**config.mk**
```make
export PLATFORM = sky130hd
export DESIGN_NAME = asf_adc_status_flags
export DESIGN_NICKNAME = d
export VERILOG_FILES = /design/src/hdl/asf_adc_status_flags.v
export VERILOG_INCLUDE_DIRS = /design/src /design/src/hdl
export SDC_FILE = /design/constraint.sdc
export NUM_CORES = 1
export LEC_CHECK = 0
export BUFFER_PORTS_ARGS = -buffer_cell sky130_fd_sc_hd__buf_2
export CORE_UTILIZATION = 45
export CTS_BUF_LIST = sky130_fd_sc_hd__clkbuf_2
export DETAILED_ROUTE_END_ITERATION = 8
export PLACE_DENSITY = 0.61
export REMOVE_ABC_BUFFERS = 1
export SYNTH_ARGS = -nofsm -noshare
export SYNTH_HDL_FRONTEND = slang
export SYNTH_SLANG_ARGS = --single-unit
```
**constraint.sdc**
```tcl
create_clock -name clock -period 12 [get_ports clock]
set_clock_uncertainty 0.1 [all_clocks]
set_input_delay 2.4 -clock clock [delete_from_list [all_inputs] [get_ports clock]]
set_output_delay 2.4 -clock clock [all_outputs]
set_load 0.01 [all_outputs]
```
**src/hdl/asf_regs.vh**
```
// Register map, field positions, reset values and timing counts of the ADC status flag bank.
`ifndef ASF_REGS_VH
`define ASF_REGS_VH

// ----------------------------------------------------------------------------
// Register offsets (byte addresses)
// ----------------------------------------------------------------------------
`define ASF_OFF_STATUS      8'h00
`define ASF_OFF_RESULT      8'h04
`define ASF_OFF_FILTER      8'h08
`define ASF_OFF_ACC_TH      8'h0c
`define ASF_OFF_RES_TH      8'h10
`define ASF_OFF_TH_COUNT    8'h14
`define ASF_OFF_CONTROL     8'h18
`define ASF_OFF_IRQ_STATUS  8'h1c
`define ASF_OFF_IRQ_CLEAR   8'h20
`define ASF_OFF_IRQ_ENABLE  8'h24

// ----------------------------------------------------------------------------
// Status bit positions
// ----------------------------------------------------------------------------
`define ASF_BIT_ERR         12
`define ASF_BIT_INT         6
`define ASF_BIT_ATH         5
`define ASF_BIT_TH          4
`define ASF_BIT_OVR         3
`define ASF_BIT_RDY         0

// ----------------------------------------------------------------------------
// Control bit positions
// ----------------------------------------------------------------------------
`define ASF_CTL_ALWAYS      0
`define ASF_CTL_ACC_EN      1
`define ASF_CTL_TH_EN       2
`define ASF_CTL_OVR_EN      3
`define ASF_CTL_RUN         4

// ----------------------------------------------------------------------------
// Reset values
// ----------------------------------------------------------------------------
`define ASF_RST_FILTER      16'h0007
`define ASF_RST_CONTROL     16'h0000
`define ASF_RST_GAIN        4'h0

// ----------------------------------------------------------------------------
// Timing
// ----------------------------------------------------------------------------
`define ASF_CLK_MHZ         100
`define ASF_PERIOD_US_DEF   1000
`define ASF_OVR_US          125
`define ASF_OVR_CYCLES      (`ASF_OVR_US * `ASF_CLK_MHZ)
`define ASF_PERIOD_CYCLES   (`ASF_PERIOD_US_DEF * `ASF_CLK_MHZ)
`define ASF_SETTLE_IRQS     2

`endif

```
**src/hdl/asf_adc_status_flags.v**
```verilog
// ADC status and interrupt flag bank with a classic Wishbone slave port.
//
// The address map and the Wishbone register port were left to the implementer.
`timescale 1ns/1ps
`default_nettype none
`include "asf_regs.vh"

// Behaviour
// Reading the status register clears the conversion error flag.
// Underrange or overrange of the current converter sets the conversion error flag.
// Reading the result register clears the interrupt flag at status bit 6.
// Always-interrupt mode raises the interrupt flag every conversion period, settled or not.
// Default filter setting 0x0007 gives a 1.0 ms interrupt interval.
// Ready flags stay clear for the first two interrupts after reconfiguration.
// Software checks ready flags on each interrupt to judge result validity.
// Reconfiguring the converter restarts the interrupt timing.
// Accumulator magnitude above its threshold sets status bit 5.
// Reconfiguration or accumulator comparator disable clears bit 5.
// Enabled result comparator sets bit 4 when result magnitude exceeds threshold.
// Reconfiguration or result comparator disable clears bit 4.
// With the threshold counter, bit 4 sets only after that many exceeding conversions.
// The fast overrange flag sits at status bit 3.
// All converter interrupt sources are ORed into one interrupt request.
// With overrange detection on, the fast overrange flag updates every 125 us.
// Software changes the gain setting to clear the fast overrange flag.
// Reserved status bits 11 to 7 read zero and ignore writes.
module asf_adc_status_flags #(
	parameter PERIOD_CYCLES = `ASF_PERIOD_CYCLES,
	parameter OVR_CYCLES    = `ASF_OVR_CYCLES
) (
	input  wire        clock,
	input  wire        arst_n,
	input  wire        wb_cyc_i,
	input  wire        wb_stb_i,
	input  wire        wb_we_i,
	input  wire [7:0]  wb_adr_i,
	input  wire [3:0]  wb_sel_i,
	input  wire [31:0] wb_dat_i,
	output reg  [31:0] wb_dat_o,
	output reg         wb_ack_o,
	input  wire [23:0] conv_result,
	input  wire [31:0] conv_accum,
	input  wire        conv_range_error,
	input  wire        input_overrange,
	input  wire [3:0]  gain_setting,
	output wire        irq
);

	// ------------------------------------------------------------------------
	// Sized constants
	// ------------------------------------------------------------------------
	// Sized copies keep each product and compare at the width of its register.
	// The period grows in steps of one eighth of the nominal default period.
	localparam [31:0] PERIOD_STEP = PERIOD_CYCLES / 8;
	localparam [31:0] OVR_LAST    = OVR_CYCLES - 1;

	// ------------------------------------------------------------------------
	// Bus decode
	// ------------------------------------------------------------------------
	// Masking with ack stops a strobe still held in the ack cycle from starting again.
	wire access = wb_cyc_i & wb_stb_i & ~wb_ack_o;
	wire wr     = access & wb_we_i;
	wire rd     = access & ~wb_we_i;

	function hit;
		input [7:0] adr;
		input [7:0] off;
		begin
			hit = (adr == off);
		end
	endfunction

	function [31:0] magnitude;
		input [31:0] v;
		begin
			magnitude = v[31] ? (~v + 32'h0000_0001) : v;
		end
	endfunction

	// ------------------------------------------------------------------------
	// Configuration registers
	// ------------------------------------------------------------------------
	reg  [15:0] filter_config_reg;
	reg  [31:0] accum_threshold_reg;
	reg  [23:0] result_threshold_reg;
	reg  [7:0]  threshold_counter_reg;
	reg  [15:0] control;
	reg  [15:0] irq_enable;
	reg  [23:0] result_hold;

	// Any write to filter or control counts as reconfiguration of the converter.
	wire reconfig = wr & (hit(wb_adr_i, `ASF_OFF_FILTER) | hit(wb_adr_i, `ASF_OFF_CONTROL));
	wire always_mode = control[`ASF_CTL_ALWAYS];
	wire acc_en = control[`ASF_CTL_ACC_EN];
	wire th_en  = control[`ASF_CTL_TH_EN];
	wire ovr_en = control[`ASF_CTL_OVR_EN];
	wire run    = control[`ASF_CTL_RUN];

	always @(posedge clock or negedge arst_n) begin
		if (!arst_n) begin
			filter_config_reg     <= `ASF_RST_FILTER;
			accum_threshold_reg   <= 32'h0000_0000;
			result_threshold_reg  <= 24'h00_0000;
			threshold_counter_reg <= 8'h00;
			control               <= `ASF_RST_CONTROL;
			irq_enable            <= 16'h0000;
		end else if (wr) begin
			if (hit(wb_adr_i, `ASF_OFF_FILTER) && wb_sel_i[0])
				filter_config_reg <= wb_dat_i[15:0];
			if (hit(wb_adr_i, `ASF_OFF_ACC_TH))
				accum_threshold_reg <= wb_dat_i;
			if (hit(wb_adr_i, `ASF_OFF_RES_TH))
				result_threshold_reg <= wb_dat_i[23:0];
			if (hit(wb_adr_i, `ASF_OFF_TH_COUNT))
				threshold_counter_reg <= wb_dat_i[7:0];
			if (hit(wb_adr_i, `ASF_OFF_CONTROL))
				control <= wb_dat_i[15:0];
			if (hit(wb_adr_i, `ASF_OFF_IRQ_ENABLE))
				irq_enable <= wb_dat_i[15:0];
		end
	end

	// ------------------------------------------------------------------------
	// Conversion timebase
	// ------------------------------------------------------------------------
	// The period scales with the filter setting; 0x0007 yields the default period.
	wire [31:0] period = PERIOD_STEP * ({16'h0000, filter_config_reg} + 32'h0000_0001);
	reg  [31:0] tick_count;
	reg  [1:0]  settle_count;
	// Clearing the run bit rewinds the timebase just as a reconfiguration does.
	wire        conv_done = run & (tick_count >= period - 32'h0000_0001);

	always @(posedge clock or negedge arst_n) begin
		if (!arst_n) begin
			tick_count   <= 32'h0000_0000;
			settle_count <= 2'h0;
		end else if (reconfig || !run) begin
			tick_count   <= 32'h0000_0000;
			settle_count <= 2'h0;
		end else if (conv_done) begin
			tick_count <= 32'h0000_0000;
			if (settle_count != `ASF_SETTLE_IRQS)
				settle_count <= settle_count + 2'h1;
		end else begin
			tick_count <= tick_count + 32'h0000_0001;
		end
	end

	// Ready only from the third conversion onward; software must look at it.
	wire settled = (settle_count == `ASF_SETTLE_IRQS);
	wire res_exceed = magnitude({{8{conv_result[23]}}, conv_result})
	                  > {8'h00, result_threshold_reg};
	wire acc_exceed = magnitude(conv_accum) > accum_threshold_reg;

	// ------------------------------------------------------------------------
	// Status flags
	// ------------------------------------------------------------------------
	reg        current_conv_error;
	reg        adc_irq_flag;
	reg        result_ready_flags;
	reg        accum_threshold_exceeded;
	reg        result_threshold_exceeded;
	reg        fast_overrange_flag;
	reg  [7:0] exceed_count;
	reg  [3:0] gain_seen;
	reg  [31:0] ovr_timer;

	wire rd_status = rd & hit(wb_adr_i, `ASF_OFF_STATUS);
	wire rd_result = rd & hit(wb_adr_i, `ASF_OFF_RESULT);
	wire next_exceed_hit = (exceed_count + 8'h01 >= threshold_counter_reg);

	always @(posedge clock or negedge arst_n) begin
		if (!arst_n) begin
			current_conv_error        <= 1'b0;
			adc_irq_flag              <= 1'b0;
			result_ready_flags        <= 1'b0;
			accum_threshold_exceeded  <= 1'b0;
			result_threshold_exceeded <= 1'b0;
			exceed_count              <= 8'h00;
			result_hold               <= 24'h00_0000;
		end else if (reconfig) begin
			// Reconfiguration wipes every flag except the fast overrange flag, so a stale conversion flag cannot survive it.
			current_conv_error        <= 1'b0;
			adc_irq_flag              <= 1'b0;
			result_ready_flags        <= 1'b0;
			accum_threshold_exceeded  <= 1'b0;
			result_threshold_exceeded <= 1'b0;
			exceed_count              <= 8'h00;
		end else begin
			// Set wins over a read clear in each flag below; a comparator disable wins over set.
			if (conv_done && conv_range_error)
				current_conv_error <= 1'b1;
			else if (rd_status)
				current_conv_error <= 1'b0;
			if (conv_done && (always_mode || settled))
				adc_irq_flag <= 1'b1;
			else if (rd_result)
				adc_irq_flag <= 1'b0;
			if (conv_done && settled)
				result_ready_flags <= 1'b1;
			else if (rd_result)
				result_ready_flags <= 1'b0;
			if (conv_done && settled)
				result_hold <= conv_result;
			if (!acc_en)
				accum_threshold_exceeded <= 1'b0;
			else if (conv_done && acc_exceed)
				accum_threshold_exceeded <= 1'b1;
			if (!th_en) begin
				result_threshold_exceeded <= 1'b0;
				exceed_count              <= 8'h00;
			end else if (conv_done) begin
				if (res_exceed) begin
					if (next_exceed_hit)
						result_threshold_exceeded <= 1'b1;
					else
						exceed_count <= exceed_count + 8'h01;
				end else begin
					// One conversion under the threshold restarts the count.
					exceed_count <= 8'h00;
				end
			end
		end
	end

	// Fast overrange is sampled on its own 125 us grid; a gain change clears it.
	// The grid runs free, so the first sample after enabling may come early.
	wire ovr_tick = (ovr_timer == OVR_LAST);

	always @(posedge clock or negedge arst_n) begin
		if (!arst_n) begin
			fast_overrange_flag <= 1'b0;
			ovr_timer           <= 32'h0000_0000;
			gain_seen           <= `ASF_RST_GAIN;
		end else begin
			gain_seen <= gain_setting;
			ovr_timer <= ovr_tick ? 32'h0000_0000 : ovr_timer + 32'h0000_0001;
			if (ovr_en && ovr_tick && input_overrange)
				fast_overrange_flag <= 1'b1;
			else if (gain_seen != gain_setting)
				fast_overrange_flag <= 1'b0;
		end
	end

	// Bits 11 to 7 and the others not named stay zero.
	wire [15:0] status_word = {3'h0, current_conv_error, 5'h00,
		adc_irq_flag, accum_threshold_exceeded, result_threshold_exceeded,
		fast_overrange_flag, 2'h0, result_ready_flags};

	// ------------------------------------------------------------------------
	// Sticky interrupt status
	// ------------------------------------------------------------------------
	// Events latch on a rising flag, so a flag that stays high reports once.
	reg  [15:0] irq_status;
	reg  [15:0] prev_status;
	wire [15:0] rise = status_word & ~prev_status;
	wire [15:0] clr  = (wr && hit(wb_adr_i, `ASF_OFF_IRQ_CLEAR)) ? wb_dat_i[15:0] : 16'h0000;

	always @(posedge clock or negedge arst_n) begin
		if (!arst_n) begin
			irq_status  <= 16'h0000;
			prev_status <= 16'h0000;
		end else begin
			prev_status <= status_word;
			irq_status  <= rise | (irq_status & ~clr);
		end
	end

	assign irq = |(irq_status & irq_enable);

	// ------------------------------------------------------------------------
	// Read mux and acknowledge
	// ------------------------------------------------------------------------
	// Read data is zero outside an acknowledge, so slaves can share an ORed bus.
	reg [31:0] next_rdata;

	always @* begin
		case (wb_adr_i)
			`ASF_OFF_STATUS:     next_rdata = {16'h0000, status_word};
			`ASF_OFF_RESULT:     next_rdata = {8'h00, result_hold};
			`ASF_OFF_FILTER:     next_rdata = {16'h0000, filter_config_reg};
			`ASF_OFF_ACC_TH:     next_rdata = accum_threshold_reg;
			`ASF_OFF_RES_TH:     next_rdata = {8'h00, result_threshold_reg};
			`ASF_OFF_TH_COUNT:   next_rdata = {24'h00_0000, threshold_counter_reg};
			`ASF_OFF_CONTROL:    next_rdata = {16'h0000, control};
			`ASF_OFF_IRQ_STATUS: next_rdata = {16'h0000, irq_status};
			`ASF_OFF_IRQ_ENABLE: next_rdata = {16'h0000, irq_enable};
			default:             next_rdata = 32'h0000_0000;
		endcase
	end

	always @(posedge clock or negedge arst_n) begin
		if (!arst_n) begin
			wb_ack_o <= 1'b0;
			wb_dat_o <= 32'h0000_0000;
		end else begin
			wb_ack_o <= access;
			wb_dat_o <= rd ? next_rdata : 32'h0000_0000;
		end
	end

endmodule
`default_nettype wire

```
==> impl_metrics.json <==
{
  "drcViolationCount": 0,
  "postSynth.asyncResetShare_pct": 100,
  "fin_crit_ns": 10.09,
  "cp-start-kind": "flip-flop",
  "pin_count": 145,
  "die-width_um": 210,
  "synth_top_area_cell": "dfrtp_1",
  "synth.avg_cell_area_um2": 10.0,
  "hold_buffers": 0,
  "critPathTopFamily": "simple AND/OR/NAND/NOR gates",
  "startpoint": "filter_config_reg[0]$_DFFE_PN1P_",
  "dr.pass1.iters": 8,
  "coreArea_mm2": 0.0422,
  "clkLatencyLatePin_ns": 1.02,
  "clockBufferDepth": 3,
  "cp_num_cells": 33,
  "grt_pass1_vias": 15431,
  "place_congestion": 0.875,
  "grt-busiest-layer": "met2",
  "clock-sinks": 275,
  "grt.met3_usage_pct": 4.80,
  "syn_inst": 1932,
  "cp_max_fo": 32,
  "hpwlAfterDp_um": 38300,
  "fillers": 3998,
  "cp_slowest_cell": "nand3_1",
  "grt_start_max_net_pins": 89,
  "viasPerCell": 5.71,
  "rows": 75,
  "final-setup-viol-count": 0,
  "regToRegStartpoint": "filter_config_reg[0]$_DFFE_PN1P_",
  "finalNonFillerCells": 2709,
  "cp_common_cell": "inv_1",
  "fin_nets": 2476,
  "wl_um": 52200,
  "tns_ns": 0,
  "use_met1_pct": 33.2,
  "power_mw": 1.78,
  "initial_utilization_pct": 46.0,
  "max_freq_mhz": 99.2,
  "drtIter0Drc": 1243,
  "worstMarginPinSlew_ns": 1.23,
  "grt_util_met2_pct": 38.6,
  "die_h_um": 210,
  "grt_use_total_pct": 24.3,
  "critPathRequiredTime_ns": 12.72,
  "dpl_worst_slack_ns": 1.95,
  "layout-drive-gt1-share_pct": 20.1,
  "cpPeakStageDelay_ns": 0.87,
  "portBuffers": 141,
  "synth_cell_types": 70,
  "post_cts_resized": 0,
  "cts_setup_buffers": 0,
  "syn2layout_area_growth_pct": 10.2,
  "powerDensity_mw_per_mm2": 83.3,
  "peakVddDrop_mv": 0.0847,
  "post-route-util_pct": 50.6,
  "seq_area_frac_synth_pct": 35.5,
  "r2r_slack_ns": 1.91,
  "hold_path_class": "flip-flop to flip-flop",
  "grt_pass1_wl_um": 83600,
  "synth_area_leaders": "dfrtp_1, ha_1, mux2_2, xnor2_1, fa_1",
  "synth-main-ff-cell": "dfrtp_1",
  "yosysTopAreaCellShare_pct": 35.1,
  "crit_type": "flip-flop to flip-flop",
  "yosysWarningCount": 0,
  "regToRegEndpoint": "tick_count[19]$_DFF_PN0_",
  "drv_slew": 0,
  "clk_pin_slew_worst_paths_ns": 0.10,
  "cp-end-kind": "flip-flop",
  "cts_buffers": 77,
  "reg2reg_depth": 33,
  "grt_antenna_before_repair": 4,
  "placed_cells": 2577,
  "synth-edff-count": 0,
  "finalCritPeriodShare_pct": 84.0,
  "crit_path_end": "tick_count[19]$_DFF_PN0_",
  "crit_arrival_ns": 10.81,
  "worst_slack_ns": 1.91,
  "syn-cell-area_mm2": 0.0194,
  "rsz0062_at_grt": "false",
  "routed-via-count": 15463,
  "dieArea_mm2": 0.0440,
  "p_leak_nw": 10.6,
  "status": "complete, no violations",
  "slew_headroom_pct": 17.6,
  "gr-total-overflow": 0,
  "cts_tree": "done",
  "synth_seq_cells": 275,
  "cap_violations": 0,
  "root_buffer": "clkbuf_2",
  "wire_per_inst_um": 19.3,
  "ant_nets": 0,
  "report.final.hold_viol_count": 0,
  "cts_htree_levels": 3,
  "crit_buf_inv": 7
}
==> placed cells by master (no fill, tap or decap), types with 6 or more instances in the layout <==
cell / n
clkinv_1: 18
a32o_1: 6
a221oi_1: 10
and4_1: 12
and2_1: 14
and3_1: 26
a222oi_1: 20
ha_1: 206
o31ai_1: 18
a21boi_0: 13
buf_4: 16
or3_1: 17
nand2b_1: 11
o41ai_1: 10
fa_1: 42
or4_1: 11
nand2_1: 114
o21ai_0: 53
dfrtp_1: 272
nor2_1: 113
nand4_1: 36
buf_2: 140
inv_1: 198
clkbuf_2: 103
nor3_1: 33
o21a_1: 12
mux2_2: 139
a21o_1: 42
a22o_1: 10
xnor2_1: 137
a22oi_1: 35
or2_2: 6
a31oi_1: 15
a21oi_1: 55
o211ai_1: 6
xor2_1: 64
nor4_1: 15
nand3_1: 46
==> final cells by class <==
class | count | area, µm² | area share, %
multi-input combinational | 1408 | 11600 | 54.3
inverter | 198 | 743 | 3.48
sequential | 275 | 6890 | 32.2
timing repair buffer | 157 | 836 | 3.91
tap | 539 | 674 | 3.15
clock buffer | 103 | 515 | 2.41
clock inverter | 26 | 114 | 0.532
antenna | 3 | 7.51 | 0.0351
==> report_power, final <==
group	internal [mW]	total [mW]	switching (mW)
registers	0.932	0.937	0.00531
logic	0.0742	0.187	0.113
clock network	0.234	0.656	0.422
total	1.24	1.78	0.540
==> metal layers <==
metal  wire (µm)  up-vias
met4        1330        0
li1            -     7275
met1       23500     7639
met2       24000      446
met5           0        -
met3        3320      103
==> stage by stage <==
stage | instance area [µm²] | hold WS (ns)
final | 21400 | 0.317
after floorplan | 19200 | 0.274
after detailed placement | 20700 | 0.296
after global routing | 21400 | 0.330
after global placement | 20700 | 0.298
after CTS | 21400 | 0.297
==> synthesized netlist by cell type, types with 12 or more instances <==
| library cell | instances |
|---|---|
| or3_1 | 17 |
| clkbuf_1 | 45 |
| nand4_1 | 36 |
| a21boi_0 | 13 |
| nand2_1 | 114 |
| dfrtp_1 | 272 |
| o21ai_0 | 53 |
| ha_1 | 206 |
| mux2_2 | 139 |
| xor2_1 | 64 |
| a22oi_1 | 35 |
| a222oi_1 | 20 |
| a21o_1 | 42 |
| o21a_1 | 12 |
| nor3_1 | 35 |
| and2_1 | 14 |
| nand3_1 | 46 |
| xnor2_1 | 137 |
| and4_1 | 12 |
| fa_1 | 42 |
| a31oi_1 | 15 |
| o31ai_1 | 18 |
| and3_1 | 26 |
| nor2_1 | 117 |
| inv_1 | 198 |
| a21oi_1 | 56 |
| nor4_1 | 15 |
==> worst reg2reg max path, delay by kind of cell (launching register included) <==
kind                     cells  cell delay (ns)
AND/OR/NAND/NOR             10             3.85
adder cells (fa/ha/maj)      8             3.13
AO/OA/AOI/OAI                5             0.94
XOR/XNOR                     3             0.71
flip-flops                   1             0.63
buffers and inverters        7             0.61
==> worst min path at each step <==
stage / end / slack, ns / depth (start not counted) / start
4_1_cts: irq_status[12]$_DFF_PN0_ / 0.30 / 1 / prev_status[12]$_DFF_PN0_
3_5_place_dp: prev_status[4]$_DFF_PN0_ / 0.30 / 0 / result_threshold_exceeded$_DFFE_PN0P_
6_report: irq_status[12]$_DFF_PN0_ / 0.32 / 1 / prev_status[12]$_DFF_PN0_
2_1_floorplan: prev_status[3]$_DFF_PN0_ / 0.27 / 0 / fast_overrange_flag$_DFFE_PN0P_
3_3_place_gp: prev_status[4]$_DFF_PN0_ / 0.30 / 0 / result_threshold_exceeded$_DFFE_PN0P_
5_1_grt: irq_status[12]$_DFF_PN0_ / 0.33 / 1 / prev_status[12]$_DFF_PN0_
==> kinds of logic (layout without fill, tap and decap cells) <==
group	count (synthesis)	after routing	synth area share, %
AOI/OAI and AO/OA	338	338	12.3
xor gates and xnor gates	201	201	9.07
adders and majority gates	248	248	17.6
buffers and inverters	249	484	4.86
DFF	275	275	35.5
muxes	142	142	8.22
other	0	3	0
and+or+nand+nor	479	479	12.5
Power figures use the tool's default switching activity.
